$ cat config.mk
export PLATFORM = sky130hd
export DESIGN_NAME = psc_ctrl
export DESIGN_NICKNAME = d
export VERILOG_FILES = /design/src/hw/psc_pkg.sv /design/src/hw/psc_ctrl.sv /design/src/hw/psc_clk_sel.sv
export VERILOG_INCLUDE_DIRS = /design/src /design/src/hw
export SDC_FILE = /design/constraint.sdc
export NUM_CORES = 1
export LEC_CHECK = 0
export BUFFER_PORTS_ARGS = -buffer_cell sky130_fd_sc_hd__buf_2
export CAP_MARGIN = 20
export CELL_PAD_IN_SITES_DETAIL_PLACEMENT = 2
export CELL_PAD_IN_SITES_GLOBAL_PLACEMENT = 2
export CORE_UTILIZATION = 34
export DETAILED_ROUTE_END_ITERATION = 8
export GPL_TIMING_DRIVEN = 0
export PLACE_DENSITY = 0.94
export SYNTH_ARGS = -nofsm -noshare
export SYNTH_HDL_FRONTEND = slang
export SYNTH_HIERARCHICAL = 1
export SYNTH_SLANG_ARGS = --single-unit
$ cat constraint.sdc
create_clock -name clk -period 1.8 [get_ports clk]
set_input_delay 0.09 -clock clk [delete_from_list [all_inputs] [get_ports clk]]
set_output_delay 0.09 -clock clk [all_outputs]
set_load 0.05 [all_outputs]
$ cat src/hw/psc_defs.svh
`ifndef PSC_DEFS_SVH
`define PSC_DEFS_SVH

`define PSC_ADDR_PAIR_LO      8'h1E
`define PSC_ADDR_PAIR_HI      8'h1F
`define PSC_ADDR_MISC_CFG     8'h20
`define PSC_ADDR_CORE_SLEEP   8'h21

`define PSC_IDX_SLEEP_ALLOW   5'h09
`define PSC_IDX_FORCE_SLEEP   5'h0A
`define PSC_IDX_MSB           9
`define PSC_IDX_LSB           5

`define PSC_BIT_AUX           4
`define PSC_BIT_IO            2
`define PSC_BIT_CORE          1

`define PSC_RST_SLEEP_ALLOW   5'h16
`define PSC_RST_FORCE_SLEEP   5'h00
`define PSC_RST_MISC_CFG      8'h00
`define PSC_RST_CORE_CODE     4'h7

`define PSC_CFG_MASK_TWARN    0
`define PSC_CFG_EXT_CARD      1
`define PSC_CFG_WAKE_MASK     2
`define PSC_CFG_GENERAL_OUTPUT_ONE          3
`define PSC_CFG_GENERAL_OUTPUT_TWO          4
`define PSC_CFG_USED_W        5

`define PSC_CORE_AVAIL_BIT    4

`endif

$ cat src/hw/psc_pkg.sv
package psc_pkg;

    typedef struct packed {
        logic aux;
        logic io;
        logic core;
    } psc_rail_t;

    typedef struct packed {
        logic charge_pump;
        logic io_conv;
        logic core_conv;
    } psc_clk_route_t;

    typedef struct packed {
        logic core_ok;
        logic io_ok;
        logic over_temp;
    } psc_health_t;

    typedef enum logic [2:0] {
        PSC_CLK_INT    = 3'b001,
        PSC_CLK_MASTER = 3'b010,
        PSC_CLK_WAIT   = 3'b100
    } psc_clk_state_t;

endpackage

$ cat src/hw/psc_ctrl.sv
`timescale 1ns/1ps
`include "psc_defs.svh"
module psc_ctrl #(
    parameter int ADDR_W = 8,
    parameter int DATA_W = 8
) (
    input  wire logic                    clk,
    input  wire logic                    rst_b,
    // Byte register port behind the main serial interface
    input  wire logic                    reg_wr,
    input  wire logic                    reg_rd,
    input  wire logic [ADDR_W-1:0]       reg_addr,
    input  wire logic [DATA_W-1:0]       reg_wdata,
    output logic      [DATA_W-1:0]       reg_rdata,
    output logic                         reg_rvalid,
    // Power request and power-on pins
    input  wire logic                    power_request,
    input  wire logic                    power_on_input,
    // Analogue status
    input  wire psc_pkg::psc_health_t    health,
    input  wire logic                    core_target_reached,
    input  wire logic                    battery_only,
    input  wire logic                    usb_cable_present,
    input  wire logic                    usb_int_source,
    input  wire logic                    usb_int_unmasked,
    input  wire logic                    master_clk_detected,
    // Regulator control
    output psc_pkg::psc_rail_t           rail_sleep,
    output logic      [3:0]              core_sleep_code,
    output logic                         card_reg_external,
    output logic                         twarn_masked,
    output psc_pkg::psc_clk_route_t      clk_route,
    // Pins
    output logic                         general_output_one_o,
    output logic                         general_output_one_oe_n,
    output logic                         general_output_two_o,
    output logic                         general_output_two_oe_n,
    output logic                         wake_interrupt_n_o,
    output logic                         wake_interrupt_n_oe_n,
    output logic                         usb_interrupt_n,
    output logic                         supplies_good
);

    // Byte lanes are fixed by the serial framing, so refuse other widths
    if (ADDR_W != 8 || DATA_W != 8) begin : g_width_check
        $error("psc_ctrl serves only 8-bit address and data");
    end

    // Register state
    logic [7:0]         pair_lo_q;
    logic [7:0]         pair_hi_q;
    logic [4:0]         sleep_allow_q;
    logic [4:0]         force_sleep_q;
    logic [7:0]         misc_cfg_q;
    logic [3:0]         core_code_q;
    logic               core_avail_q;
    logic               core_avail_d;
    logic [7:0]         rdata_q;
    logic               rvalid_q;

    // Pin state
    psc_pkg::psc_rail_t rail_q;
    psc_pkg::psc_rail_t rail_d;
    logic               req_q;
    logic               usb_unmask_q;
    logic               usb_int_n_q;
    logic               good_q;
    logic               wake_drive_q;

    // Decode
    wire                wr_lo;
    wire                wr_hi;
    wire                wr_cfg;
    wire                wr_core;
    wire                rd_core;
    wire [15:0]         pair_word;
    wire [4:0]          pair_idx;
    wire [7:0]          rd_mux;
    wire                usb_unmask_eff;
    wire                wake_req;
    wire                wake_masked;
    wire                hit_lo;
    wire                hit_hi;
    wire                hit_cfg;
    wire                hit_core;
    wire                cfg_twarn;
    wire                cfg_ext_card;
    wire                cfg_wake_mask;
    wire                cfg_general_output_one;
    wire                cfg_general_output_two;

    function automatic logic sleep_of(input logic allow,
                                      input logic force_bit,
                                      input logic request);
        sleep_of = force_bit | (allow & ~request);
    endfunction

    // One compare per address for the write strobes; only the core sleep hit also gates the read
    assign hit_lo    = (reg_addr == `PSC_ADDR_PAIR_LO);
    assign hit_hi    = (reg_addr == `PSC_ADDR_PAIR_HI);
    assign hit_cfg   = (reg_addr == `PSC_ADDR_MISC_CFG);
    assign hit_core  = (reg_addr == `PSC_ADDR_CORE_SLEEP);

    assign wr_lo     = reg_wr && hit_lo;
    assign wr_hi     = reg_wr && hit_hi;
    assign wr_cfg    = reg_wr && hit_cfg;
    assign wr_core   = reg_wr && hit_core;
    assign rd_core   = reg_rd && hit_core;

    // High byte write commits the word built with the last low byte
    assign pair_word = {reg_wdata, pair_lo_q};
    assign pair_idx  = pair_word[`PSC_IDX_MSB:`PSC_IDX_LSB];

    assign rd_mux =
        (reg_addr == `PSC_ADDR_PAIR_LO)    ? pair_lo_q :
        (reg_addr == `PSC_ADDR_PAIR_HI)    ? pair_hi_q :
        (reg_addr == `PSC_ADDR_MISC_CFG)   ?
            {3'b000, misc_cfg_q[`PSC_CFG_USED_W-1:0]} :
        (reg_addr == `PSC_ADDR_CORE_SLEEP) ?
            {3'b000, core_avail_q, core_code_q} :
        8'h00;

    // Raw bytes kept for readback; the low byte also builds the committed word
    always_ff @(posedge clk) begin
        if (!rst_b) begin
            pair_lo_q <= 8'h00;
        end else if (wr_lo) begin
            pair_lo_q <= reg_wdata;
        end
    end

    always_ff @(posedge clk) begin
        if (!rst_b) begin
            pair_hi_q <= 8'h00;
        end else if (wr_hi) begin
            pair_hi_q <= reg_wdata;
        end
    end

    // Unknown index in a committed word is dropped
    always_ff @(posedge clk) begin
        if (!rst_b) begin
            sleep_allow_q <= `PSC_RST_SLEEP_ALLOW;
            force_sleep_q <= `PSC_RST_FORCE_SLEEP;
        end else if (wr_hi) begin
            if (pair_idx == `PSC_IDX_SLEEP_ALLOW) begin
                sleep_allow_q <= pair_word[4:0];
            end
            if (pair_idx == `PSC_IDX_FORCE_SLEEP) begin
                force_sleep_q <= pair_word[4:0];
            end
        end
    end

    always_ff @(posedge clk) begin
        if (!rst_b) begin
            misc_cfg_q <= `PSC_RST_MISC_CFG;
        end else if (wr_cfg) begin
            misc_cfg_q <= reg_wdata;
        end
    end

    always_ff @(posedge clk) begin
        if (!rst_b) begin
            core_code_q <= `PSC_RST_CORE_CODE;
        end else if (wr_core) begin
            core_code_q <= reg_wdata[3:0];
        end
    end

    // Set wins over the read clear so a late arrival is not lost
    assign core_avail_d = core_target_reached ? 1'b1 :
                          rd_core             ? 1'b0 :
                          core_avail_q;

    always_ff @(posedge clk) begin
        if (!rst_b) begin
            core_avail_q <= 1'b0;
        end else begin
            core_avail_q <= core_avail_d;
        end
    end

    always_ff @(posedge clk) begin
        if (!rst_b) begin
            rvalid_q <= 1'b0;
        end else begin
            rvalid_q <= reg_rd;
        end
    end

    // Data hold until the next read so a slow host can still take it
    always_ff @(posedge clk) begin
        if (!rst_b) begin
            rdata_q <= 8'h00;
        end else if (reg_rd) begin
            rdata_q <= rd_mux;
        end
    end

    assign reg_rdata  = rdata_q;
    assign reg_rvalid = rvalid_q;

    // Rail modes
    always_comb begin
        rail_d.aux  = sleep_of(sleep_allow_q[`PSC_BIT_AUX],
                               force_sleep_q[`PSC_BIT_AUX],
                               power_request);
        rail_d.io   = sleep_of(sleep_allow_q[`PSC_BIT_IO],
                               force_sleep_q[`PSC_BIT_IO],
                               power_request);
        rail_d.core = sleep_of(sleep_allow_q[`PSC_BIT_CORE],
                               force_sleep_q[`PSC_BIT_CORE],
                               power_request);
    end

    // Unmask state frozen at the falling request edge
    assign usb_unmask_eff = req_q ? usb_int_unmasked : usb_unmask_q;

    assign wake_req    = battery_only & usb_cable_present;
    assign wake_masked = cfg_wake_mask & power_on_input;

    always_ff @(posedge clk) begin
        if (!rst_b) begin
            rail_q <= '0;
        end else begin
            rail_q <= rail_d;
        end
    end

    // Idle level is high power, so no false request edge after reset
    always_ff @(posedge clk) begin
        if (!rst_b) begin
            req_q <= 1'b1;
        end else begin
            req_q <= power_request;
        end
    end

    always_ff @(posedge clk) begin
        if (!rst_b) begin
            usb_unmask_q <= 1'b0;
        end else begin
            usb_unmask_q <= usb_unmask_eff;
        end
    end

    always_ff @(posedge clk) begin
        if (!rst_b) begin
            usb_int_n_q <= 1'b1;
        end else begin
            usb_int_n_q <= ~(usb_int_source & usb_unmask_eff);
        end
    end

    always_ff @(posedge clk) begin
        if (!rst_b) begin
            good_q <= 1'b0;
        end else begin
            good_q <= health.core_ok & health.io_ok &
                      ~health.over_temp & power_request;
        end
    end

    always_ff @(posedge clk) begin
        if (!rst_b) begin
            wake_drive_q <= 1'b0;
        end else begin
            wake_drive_q <= wake_req & ~wake_masked;
        end
    end

    assign rail_sleep      = rail_q;
    assign core_sleep_code = core_code_q;
    assign usb_interrupt_n = usb_int_n_q;
    assign supplies_good   = good_q;

    // Named fields of the configuration byte
    assign cfg_twarn     = misc_cfg_q[`PSC_CFG_MASK_TWARN];
    assign cfg_ext_card  = misc_cfg_q[`PSC_CFG_EXT_CARD];
    assign cfg_wake_mask = misc_cfg_q[`PSC_CFG_WAKE_MASK];
    assign cfg_general_output_one      = misc_cfg_q[`PSC_CFG_GENERAL_OUTPUT_ONE];
    assign cfg_general_output_two      = misc_cfg_q[`PSC_CFG_GENERAL_OUTPUT_TWO];

    assign card_reg_external = cfg_ext_card;
    assign twarn_masked      = cfg_twarn;

    // Open drain: level stays 0, enable low pulls the pin
    assign general_output_one_o    = 1'b0;
    assign general_output_one_oe_n = cfg_general_output_one;
    assign general_output_two_o    = 1'b0;
    assign general_output_two_oe_n = cfg_general_output_two;
    assign wake_interrupt_n_o      = 1'b0;
    assign wake_interrupt_n_oe_n   = ~wake_drive_q;

    psc_clk_sel u_clk_sel (
        .clk                 (clk),
        .rst_b               (rst_b),
        .master_clk_detected (master_clk_detected),
        .high_power_mode     (power_request),
        .power_on_input      (power_on_input),
        .clk_route           (clk_route)
    );

endmodule // psc_ctrl

$ cat src/hw/psc_clk_sel.sv
`timescale 1ns/1ps
module psc_clk_sel (
    input  wire logic                    clk,
    input  wire logic                    rst_b,
    input  wire logic                    master_clk_detected,
    input  wire logic                    high_power_mode,
    input  wire logic                    power_on_input,
    output psc_pkg::psc_clk_route_t      clk_route
);
    psc_pkg::psc_clk_state_t state_q;
    psc_pkg::psc_clk_state_t state_d;
    psc_pkg::psc_clk_route_t route_q;
    logic                    use_master;

    // Master use is sticky in full power; only power-on low releases it
    always_comb begin
        state_d = state_q;
        case (state_q)
            psc_pkg::PSC_CLK_INT: begin
                if (master_clk_detected) begin
                    state_d = psc_pkg::PSC_CLK_MASTER;
                end
            end
            psc_pkg::PSC_CLK_MASTER: begin
                if (!power_on_input) begin
                    state_d = psc_pkg::PSC_CLK_WAIT;
                end else if (!master_clk_detected && !high_power_mode) begin
                    state_d = psc_pkg::PSC_CLK_INT;
                end
            end
            psc_pkg::PSC_CLK_WAIT: begin
                if (power_on_input) begin
                    state_d = psc_pkg::PSC_CLK_INT;
                end
            end
            default: begin
                state_d = psc_pkg::PSC_CLK_INT;
            end
        endcase
    end

    assign use_master = (state_d == psc_pkg::PSC_CLK_MASTER);

    always_ff @(posedge clk) begin
        if (!rst_b) begin
            state_q <= psc_pkg::PSC_CLK_INT;
            route_q <= '0;
        end else begin
            state_q <= state_d;
            route_q <= {3{use_master}};
        end
    end

    assign clk_route = route_q;
endmodule // psc_clk_sel

### Word level (Yosys, flattened, before mapping)

Index checks and enable logic that the tools add are counted.

| storage, ports and cells | value |
|---|---|
| register bits after elaboration | 57 |
| input bits | 31 |
| output and inout bits | 29 |
| word-level logic and storage cells | 70 |

| operators by class | value |
|---|---|
| equality and inequality tests | 10 |
| muxes and demuxes | 12 |
| bitwise operators | 18 |
| reduce and logical (&&, ||, !) cells | 11 |

Operators with widths:

| cell | count |
|---|---|
| == test 8 x 5 -> 1 bit, second input constant | 2 |
| == test 8 x 6 -> 1 bit, second input constant | 2 |
| two-way mux 8 bit | 2 |
| two-way mux 3 bit | 4 |
| AND 1 bit | 10 |
| == test 5 x 4 -> 1 bit, second input constant | 2 |
| two-way mux 5 bit | 2 |
| one-hot mux 3 bit (3 select lines) | 1 |
| == test 3 x 2 -> 1 bit, second input constant | 2 |
| logical AND 1 bit | 6 |
| inverter 1 bit | 5 |
| AND reduction 2 bit | 2 |
| == test 3 x 1 -> 1 bit, second input constant | 1 |
| == test 3 bit, second input constant | 1 |
| two-way mux 1 bit | 3 |
| OR 1 bit | 3 |
| logical NOT 1 bit | 2 |
| nonzero test 2 bit | 1 |

### Depth between registers and ports, before layout

Gate-level depths: netlist of run 1.

| depth | value |
|---|---|
| depth in word-level cells | 6 |
| gate-level depth with buffers | 7 |
| mapped depth without buffers | 4 |

### Cells and area by module

The synthesis of run 1 kept the hierarchy.

By module, submodules not included:

| module | instances | cells each | area an instance (um^2) | sequential area each (um^2) |
|---|---|---|---|---|
| psc_ctrl | 1 | 217 | 2135.8 | 980.9 |
| psc_clk_sel | 1 | 19 | 190.2 | 80.1 |

### Least setup slack after synthesis of run 1

Ideal clock, no wire load.

| timing | value |
|---|---|
| path type | register to register |
| start point | register misc_cfg_q[4] |
| end point | register rdata_q[4], in the netlist reg_rdata[4] |
| library setup time | 87 ps |
| arrival time | 1119 ps |
| required time | 1713 ps |
| slack | 594 ps |
| stages on the path, launching flop included | 4 |
| buffers on the path | 0 |
| clock period less this slack | 1206 ps |
| cell sequence | dfxtp_1 mux2_2 a22oi_1 o31ai_1 |

| between the ends | value |
|---|---|
| longest elaborated chain between the ends | 3 |

RTL lines:

| item | RTL line | RTL |
|---|---|---|
| from (decl) | psc_ctrl.sv:54 | `logic [7:0] misc_cfg_q;` |
| from (signal assigned) | psc_ctrl.sv:157 | `` misc_cfg_q <= `PSC_RST_MISC_CFG; `` |
| from (signal assigned) | psc_ctrl.sv:159 | `misc_cfg_q <= reg_wdata;` |
| two-way mux 5 bit | psc_ctrl.sv:117 | `` (reg_addr == `PSC_ADDR_MISC_CFG) ? `` |
| two-way mux 8 bit | psc_ctrl.sv:116 | `` (reg_addr == `PSC_ADDR_PAIR_HI) ? pair_hi_q : `` |
| two-way mux 8 bit | psc_ctrl.sv:115 | `` (reg_addr == `PSC_ADDR_PAIR_LO) ? pair_lo_q : `` |
| to (signal assigned) | psc_ctrl.sv:197 | `rdata_q <= rd_mux;` |
| to (decl) | psc_ctrl.sv:58 | `logic [7:0] rdata_q;` |

No other way between the ends.
A chain may end at the register's enable or synchronous reset.

### Worst setup path in the final report of run 1

| timing | value |
|---|---|
| start point | register pair_lo_q[5] |
| end point | register sleep_allow_q[2] |

| between the ends | value |
|---|---|
| longest elaborated chain between the ends | 2 |

RTL lines:

| item | RTL line | RTL |
|---|---|---|
| from (decl) | psc_ctrl.sv:50 | `logic [7:0] pair_lo_q;` |
| from (signal assigned) | psc_ctrl.sv:128 | `pair_lo_q <= reg_wdata;` |
| == test 5 x 4 -> 1 bit (no source line) | -- |  |
| AND reduction 2 bit (no source line) | -- |  |
| to (signal assigned) | psc_ctrl.sv:143 | `` sleep_allow_q <= `PSC_RST_SLEEP_ALLOW; `` |
| to (signal assigned) | psc_ctrl.sv:147 | `sleep_allow_q <= pair_word[4:0];` |
| to (decl) | psc_ctrl.sv:52 | `logic [4:0] sleep_allow_q;` |

No other way between the ends.

==> flow_summary.ini, run 1 <==
[sta]
holdWs_ns = 0.00979
skew_ns = 0.00941
finalHoldViolCount = 0
worst_pin_slew_ns = 0.591
final_max_slew_viol_count = 0
setup-tns-final_ns = 0
finalCritPeriodShare_pct = 78.3
fmax_ghz = 0.709
post-route-min-period_ns = 1.41
final-setup-viol-count = 0
slew_headroom_pct = 60.6
rsz0062_at_grt = no

[drt]
vias = 2050
drt_iter0_drc = 107
dr.pass1.iters = 6
drc = 0
totalWireLength_mm = 7.71
final_antenna_net_count = 0
post_drt_wl_per_cell_um = 20.3
via_per_inst = 5.39

[power]
power_mw = 2.13
cellLeakagePower_nw = 1.21
peakVddDrop_mv = 0.334
p_per_area_nw_per_um2 = 758

[finish]
fill_cells = 739
layoutNonFillerInstCount = 380
layout-drive-gt1-share_pct = 28.7
final_cell_mix = buf_2 (57), dfxtp_1 (53), nand2_1 (25), mux2i_1 (23), nor2b_1 (22)
design_area_um2 = 2810
area_delta_synth_final_pct = 20.9
layout.cells.most_common = buf_2
fin_nets = 333
n_antenna_cell = 0

[clocking]
clk_path_buf_depth = 2
clock_sinks = 53
htreeDepth = 2
cts_tree = yes
post_cts_buffers = 0
cts_root_buf = clkbuf_8
cts_resized = 0
hold_buffers = 2
clk_pin_slew_ns = 0.10
numCtsBuffers = 5
clk_latency_ns = 0.32

[worst_setup_path]
endpoint_kind = flip-flop
crit_path_max_fanout = 4
crit_arrival_ns = 1.60
critical_path_class = flip-flop to flip-flop
required_ns = 1.99
critPathLaunchType = flip-flop

[yosys]
synth-seq-cells = 53
synth_warnings = 6
syn_area_um2 = 2330
ys_seq_area_share_pct = 45.6
synth.distinct_cells = 37
ys_async_sr_fraction_pct = 0
syn-instance-count = 236
syn_area_per_cell_um2 = 9.86
synth-edff-count = 0
synth_flop_cell = dfxtp_1

[placed_design]
placed_cells = 370
place.gp.congestion = 0.719
hpwl_mm = 5.45
placed_area_um2 = 2710
io_buffers = 55

[global_route]
grtUsageTotal_pct = 22.3
grt_pass1_wl_mm = 12.1
grt_pass1_vias = 2248
antenna_found_initial = 0
grt_max_degree = 17
grt.overflow.total = 0

[floorplanning]
die_y_um = 84.7
initial_core_util_pct = 36.0
rows = 29
dieArea_um2 = 7180
ios = 60
core_um2 = 6460
die_x_um = 84.7

[hold_path]
hp-class = input pin to flip-flop

[flow_run]
cap_violations = 0

[outcome]
outcome = complete, no violations
-- layer usage --
metal  part of all wire [%]  up-vias  global-route usage, %
met4                    3.5        0                   10.5
met2                     51       58                   39.8
met3                    3.2       23                   3.93
met1                     42     1021                   25.8
li1                       -      948                      -
met5                      0        -                      0
-- flip-flops by register name (all words and copies together) (netlist names) --
name                 count
wake_drive_q             1
usb_unmask_q             1
rail_sleep               3
u_clk_sel/clk_route      1
force_sleep_q            3
sleep_allow_q            3
core_sleep_code          4
reg_rvalid               1
u_clk_sel/state_q        3
pair_lo_q                8
reg_rdata                8
pair_hi_q                8
core_avail_q             1
req_q                    1
misc_cfg_q               5
supplies_good            1
usb_interrupt_n          1
-- cell families after synthesis --
logic type / Yosys count / share of synthesized area, %
AO/OA/AOI/OAI: 31 / 10.7
AND/OR/NAND/NOR: 97 / 24.0
XOR/XNOR: 1 / 0.377
flip-flops: 53 / 45.6
buffers and inverters: 22 / 5.43
other: 1 / 0.161
multiplexers: 31 / 13.8
-- path summary, 6_finish.rpt --
check | end | startpoint | slack (ns) | depth (start not counted)
worst max-delay path | sleep_allow_q[2]$_SDFFE_PN1P_ | pair_lo_q[5]$_SDFFE_PN0P_ | 0.39 | 4
worst min-delay path | wake_drive_q$_SDFF_PN0_ | usb_cable_present | 0.01 | 3
worst max register to register | sleep_allow_q[2]$_SDFFE_PN1P_ | pair_lo_q[5]$_SDFFE_PN0P_ | 0.39 | 4
worst min register to register | reg_rdata[1]$_SDFFE_PN0P_ | reg_rdata[1]$_SDFFE_PN0P_ | 0.47 | 2
-- area by class of cell --
cell class	instances	area [um2]	area share, %
Inverter	4	15.0	0.534
Clock inverter	2	15.0	0.534
Timing Repair Buffer	57	295	10.5
Tap cell	77	96.3	3.43
Buffer	18	111	3.96
Multi-Input combinational cell	163	1150	40.7
Sequential cell	53	1060	37.7
Clock buffer	6	72.6	2.58
-- critical path, stage by stage (launching register included) --
cell,delay (ns)
dfxtp_1,0.38
nor3b_1,0.22
nand4_1,0.31
mux2i_1,0.29
nand2_1,0.08
-- report_power, final --
part	leakage, nW	total, mW	switching (mW)	internal [mW]
Clock	0.0374	0.687	0.412	0.275
Combinational	0.740	0.243	0.155	0.0877
Sequential	0.430	1.20	0.0118	1.19
-- cells in the mapped netlist, types with 5 or more instances --
cell type | instances | area (um2)
nand3_1 | 16 | 80.1
dfxtp_1 | 53 | 1060
nor3_1 | 7 | 35.0
clkbuf_1 | 5 | 18.8
o31ai_1 | 5 | 37.5
nand2_1 | 25 | 93.8
nor2b_1 | 22 | 138
mux2i_1 | 23 | 230
nand2b_1 | 9 | 56.3
a21boi_1 | 9 | 67.6
mux2_2 | 8 | 90.1
buf_4 | 9 | 67.6
-- stage by stage --
stage | util, % | setup slack (ns)
after floorplan | - | 0.594
after global placement | 41.9 | 0.400
after detailed placement | 41.9 | 0.346
after CTS | 43.5 | 0.398
after global routing | 43.5 | 0.268
final | 43.5 | 0.390
Power figures use the tool's default switching activity.
==> run 2, diff against run 1 <==
--- a/config.mk
+++ b/config.mk
@@ -10,10 +10,10 @@
 export CAP_MARGIN = 20
 export CELL_PAD_IN_SITES_DETAIL_PLACEMENT = 2
 export CELL_PAD_IN_SITES_GLOBAL_PLACEMENT = 2
-export CORE_UTILIZATION = 34
+export CORE_UTILIZATION = 32
 export DETAILED_ROUTE_END_ITERATION = 8
 export GPL_TIMING_DRIVEN = 0
-export PLACE_DENSITY = 0.94
+export PLACE_DENSITY = 0.9
 export SYNTH_ARGS = -nofsm -noshare
 export SYNTH_HDL_FRONTEND = slang
 export SYNTH_HIERARCHICAL = 1
==> constraint.sdc (replaced) <==
create_clock -name clk -period 1.4 [get_ports clk]
set_input_delay 0.07 -clock clk [delete_from_list [all_inputs] [get_ports clk]]
set_output_delay 0.07 -clock clk [all_outputs]
set_load 0.05 [all_outputs]
==> flow_summary.ini, run 2 (synthesis results as in run 1) <==
[global_route]
grt_pass1_wl_mm = 12.1
grt_pass1_vias = 2213
grt_max_degree = 17
antenna_found_initial = 0
grtUsageTotal_pct = 21.6
grt.overflow.total = 0

[placed_design]
io_buffers = 55
hpwl_mm = 5.37
place.gp.congestion = 0.745

[worst_setup_path]
crit_arrival_ns = 1.52
reg2reg_from = pair_lo_q[5]$_SDFFE_PN0P_
endpoint_kind = flip-flop
required_ns = 1.59
r2r_setup_slack_ns = 0.07
critPathLaunchType = flip-flop
startpoint = pair_lo_q[5]$_SDFFE_PN0P_
crit_path_max_fanout = 4
critical_path_class = flip-flop to flip-flop

[floorplanning]
dieArea_um2 = 7610
initial_core_util_pct = 33.7
die_y_um = 87.3
die_x_um = 87.3
core_um2 = 6910
ios = 60
rows = 30

[hold_path]
worstHoldStart = core_target_reached
hp-class = input pin to flip-flop

[drt]
vias = 2030
post_drt_wl_per_cell_um = 19.3
totalWireLength_mm = 7.76
via_per_inst = 5.06
drt_iter0_drc = 70
drc = 0
final_antenna_net_count = 0
dr.pass1.iters = 4

[finish]
area_delta_synth_final_pct = 23.0
layout-drive-gt1-share_pct = 30.2
final_cell_mix = buf_2 (57), dfxtp_1 (53), nand2_1 (25), mux2i_1 (22), nor2b_1 (21)
layout.cells.most_common = buf_2
n_antenna_cell = 0
fin_nets = 335

[clocking]
cts_tree = yes
cts_root_buf = clkbuf_8
clk_path_buf_depth = 2
htreeDepth = 2
clock_sinks = 53
clk_pin_slew_ns = 0.10
numCtsBuffers = 5
clk_latency_ns = 0.32

[power]
peakVddDrop_mv = 0.488
p_per_area_nw_per_um2 = 965
power_mw = 2.76
comb_power_share_pct = 11.4
p_int_mw = 2.00
clockPowerShare_pct = 32.7
switching_share_pct = 27.5
p_sw_mw = 0.760
cellLeakagePower_nw = 1.22
power_frac_seq_pct = 55.9

[sta]
holdWs_ns = -0.00143
finalHoldViolCount = 1
worst_pin_slew_ns = 0.604
post-route-min-period_ns = 1.33
slew_headroom_pct = 59.7
final_max_slew_viol_count = 0
setup-tns-final_ns = 0
fmax_ghz = 0.749
final-setup-viol-count = 0
finalCritPeriodShare_pct = 95.3
skew_ns = 0.00626

[outcome]
violations = negative hold slack
outcome = complete, but fails checks

[flow_run]
cap_violations = 0
## run 2: power groups by stage
stage               clock network, mW  registers [mW]  logic [mW]
floorplan                           0            1.61       0.151
global placement                    0            1.58       0.294
detailed placement                  0            1.58       0.305
CTS                             0.902            1.54       0.315
global route                    0.955            1.55       0.335
finish                          0.902            1.54       0.315
## run 2: what timing repair did
action                                 in CTS  in global routing
setup buffers                               1                  1
pin swaps                                   1                  2
hold buffers                                2                  0
setup endpoints to repair                   1                  5
endpoints found under the hold margin       2                  0
resized for setup                           2                  1
## run 2: critical path: stages, from the launching register on
cell and delay [ns]:
dfxtp_1 0.42, nor3b_1 0.24, nand4_1 0.13, buf_4 0.19, mux2i_1 0.14, nand2_1 0.08
## run 2: metal layers
metal  vias to the layer above  track usage (%)  part of all wire [%]
met5                         -                0                     0
met4                         0             9.69                   3.1
met3                        21             3.13                   3.1
met2                        57             38.8                    52
met1                      1007             25.3                    42
li1                        945                -                     -
## run 2: cell type report
cell class	instances	area, um2
repair buffers	59	310
well taps	96	120
fillers	790	4050
flip-flops and latches	53	1060
plain buffers	18	111
clock buffers	6	72.6
multi-input cells	163	1160
inverters	4	15.0
clock inverters	2	13.8
## run 2: per-stage QoR
stage	util [%]	hold WS (ns)	worst slack [ns]	instance area, um2	std cells
floorplan	-	0.132	0.194	2330	238
global placement	39.5	0.233	0.0265	2730	389
detailed placement	39.5	0.236	-0.0963	2730	389
CTS	41.3	0.00234	0.0451	2850	400
global route	41.4	0.00330	-0.0876	2860	401
finish	41.4	-0.00143	0.0654	2860	401
## run 2: path summary, 6_finish.rpt
| check | cells after the start | endpoint |
|---|---|---|
| setup / recovery | 5 | sleep_allow_q[4]$_SDFFE_PN1P_ |
| hold / removal | 2 | core_avail_q$_SDFFE_PN0P_ |
| setup reg to reg | 5 | sleep_allow_q[4]$_SDFFE_PN1P_ |
| hold reg to reg | 2 | reg_rdata[1]$_SDFFE_PN0P_ |
==> run 3, diff against run 2 <==
--- a/config.mk
+++ b/config.mk
@@ -14,6 +14,7 @@
 export DETAILED_ROUTE_END_ITERATION = 8
 export GPL_TIMING_DRIVEN = 0
 export PLACE_DENSITY = 0.9
+export SETUP_SLACK_MARGIN = 0.2
 export SYNTH_ARGS = -nofsm -noshare
 export SYNTH_HDL_FRONTEND = slang
 export SYNTH_HIERARCHICAL = 1
==> flow_summary.ini, run 3 (synthesis results as in run 1) <==
[finish]
layout.cells.most_common = buf_2
area_delta_synth_final_pct = 27.0
layout-drive-gt1-share_pct = 32.2
n_antenna_cell = 0
fin_nets = 341
design_area_um2 = 2950
final_cell_mix = buf_2 (57), dfxtp_1 (48), nand2_1 (25), mux2i_1 (23), nor2b_1 (22)

[clocking]
cts_tree = yes
cts_root_buf = clkbuf_8
clk_path_buf_depth = 2
numCtsBuffers = 5
htreeDepth = 2
clock_sinks = 53
clk_pin_slew_ns = 0.12
clk_latency_ns = 0.34

[sta]
worst_pin_slew_ns = 0.632
fmax_ghz = 0.810
final-setup-viol-count = 0
post-route-min-period_ns = 1.23
finalCritPeriodShare_pct = 88.2
rsz0062_at_grt = yes
final_max_slew_viol_count = 0
finalHoldViolCount = 1
slew_headroom_pct = 57.8
holdWs_ns = -0.00201
setup_slack_ns = 0.165
skew_ns = 0.0268
setup-tns-final_ns = 0

[worst_setup_path]
critPathLaunchType = flip-flop
critical_path_class = flip-flop to flip-flop
max_stage_delay_ns = 0.39
cp_cell_sequence = nor3b_4 > nand4_1 > buf_4 > mux2i_1 > nor2b_1
crit_path_max_fanout = 4
path_buf_inv = 1
crit_arrival_ns = 1.45
required_ns = 1.62
path_delay_family = flip-flops
crit_slowest_cell = dfxtp_4
endpoint_kind = flip-flop

[floorplanning]
ios = 60
core_um2 = 6910
die_x_um = 87.3
die_y_um = 87.3
dieArea_um2 = 7610
initial_core_util_pct = 33.7
rows = 30

[outcome]
outcome = complete, but fails checks
violations = negative hold slack

[global_route]
grt_pass1_wl_mm = 13.0
antenna_found_initial = 0
grt.overflow.total = 0
grt_max_degree = 19
grt_pass1_vias = 2347
grtUsageTotal_pct = 23.2

[placed_design]
io_buffers = 55
place_ws_ns = -0.00775
hpwl_mm = 4.86
placed_area_um2 = 2730
place.gp.congestion = 0.725

[drt]
drc = 0
dr.pass1.iters = 4
totalWireLength_mm = 8.30
vias = 2054
drt_iter0_drc = 101
final_antenna_net_count = 0
post_drt_wl_per_cell_um = 20.4
via_per_inst = 5.05

[power]
peakVddDrop_mv = 0.364
cellLeakagePower_nw = 1.26
p_per_area_nw_per_um2 = 968
power_mw = 2.86

[hold_path]
hp-class = input pin to flip-flop

[flow_run]
cap_violations = 0
[run 3: stage by stage]
step	utilization (%)	instances
detailed placement	39.5	389
CTS	42.4	406
floorplan	-	238
global route	42.8	407
global placement	39.5	389
finish	42.8	407
[run 3: layout make-up]
cell class | count | area (um2)
buffer | 18 | 113
clock buffer | 5 | 68.8
clock inverter | 3 | 26.3
fill | 781 | 3950
inverter | 4 | 15.0
multi-input combinational | 163 | 1170
sequential | 53 | 1070
tap | 96 | 120
timing repair buffer | 65 | 372
[run 3: final timing paths]
check | startpoint | endpoint | slack (ns) | depth (start not counted)
hold reg to reg | force_sleep_q[2]$_SDFFE_PN0P_ | rail_sleep[1]$_SDFF_PN0_ | 0.46 | 1
setup / recovery | pair_lo_q[6]$_SDFFE_PN0P_ | force_sleep_q[2]$_SDFFE_PN0P_ | 0.17 | 5
setup reg to reg | pair_lo_q[6]$_SDFFE_PN0P_ | force_sleep_q[2]$_SDFFE_PN0P_ | 0.17 | 5
hold / removal | reg_wdata[6] | pair_lo_q[6]$_SDFFE_PN0P_ | -0.002 | 3
[run 3: metal layers]
metal / track usage [%] / vias to the layer above / wire length (um)
li1: - / 964 / -
met1: 26.4 / 1018 / 3340
met2: 42.3 / 49 / 4420
met3: 3.60 / 23 / 259
met4: 10.7 / 0 / 268
met5: 0 / - / 0
[run 3: where the power goes]
part | internal (mW) | switching [mW]
clock | 0.366 | 0.624
sequential | 1.53 | 0.0157
combinational | 0.121 | 0.205
total | 2.01 | 0.845
[run 3: what timing repair did]
item,CTS,global route
gates resized for setup,6,7
endpoints found under the hold margin,5,0
buffers inserted,2,1
pin swaps,2,0
setup endpoints to repair,6,12
hold buffers,7,0
[run 3: worst reg2reg max path, cell delays in order (launching register included)]
cell and delay, ns:
dfxtp_4 0.39, nor3b_4 0.22, nand4_1 0.11, buf_4 0.19, mux2i_1 0.15, nor2b_1 0.06
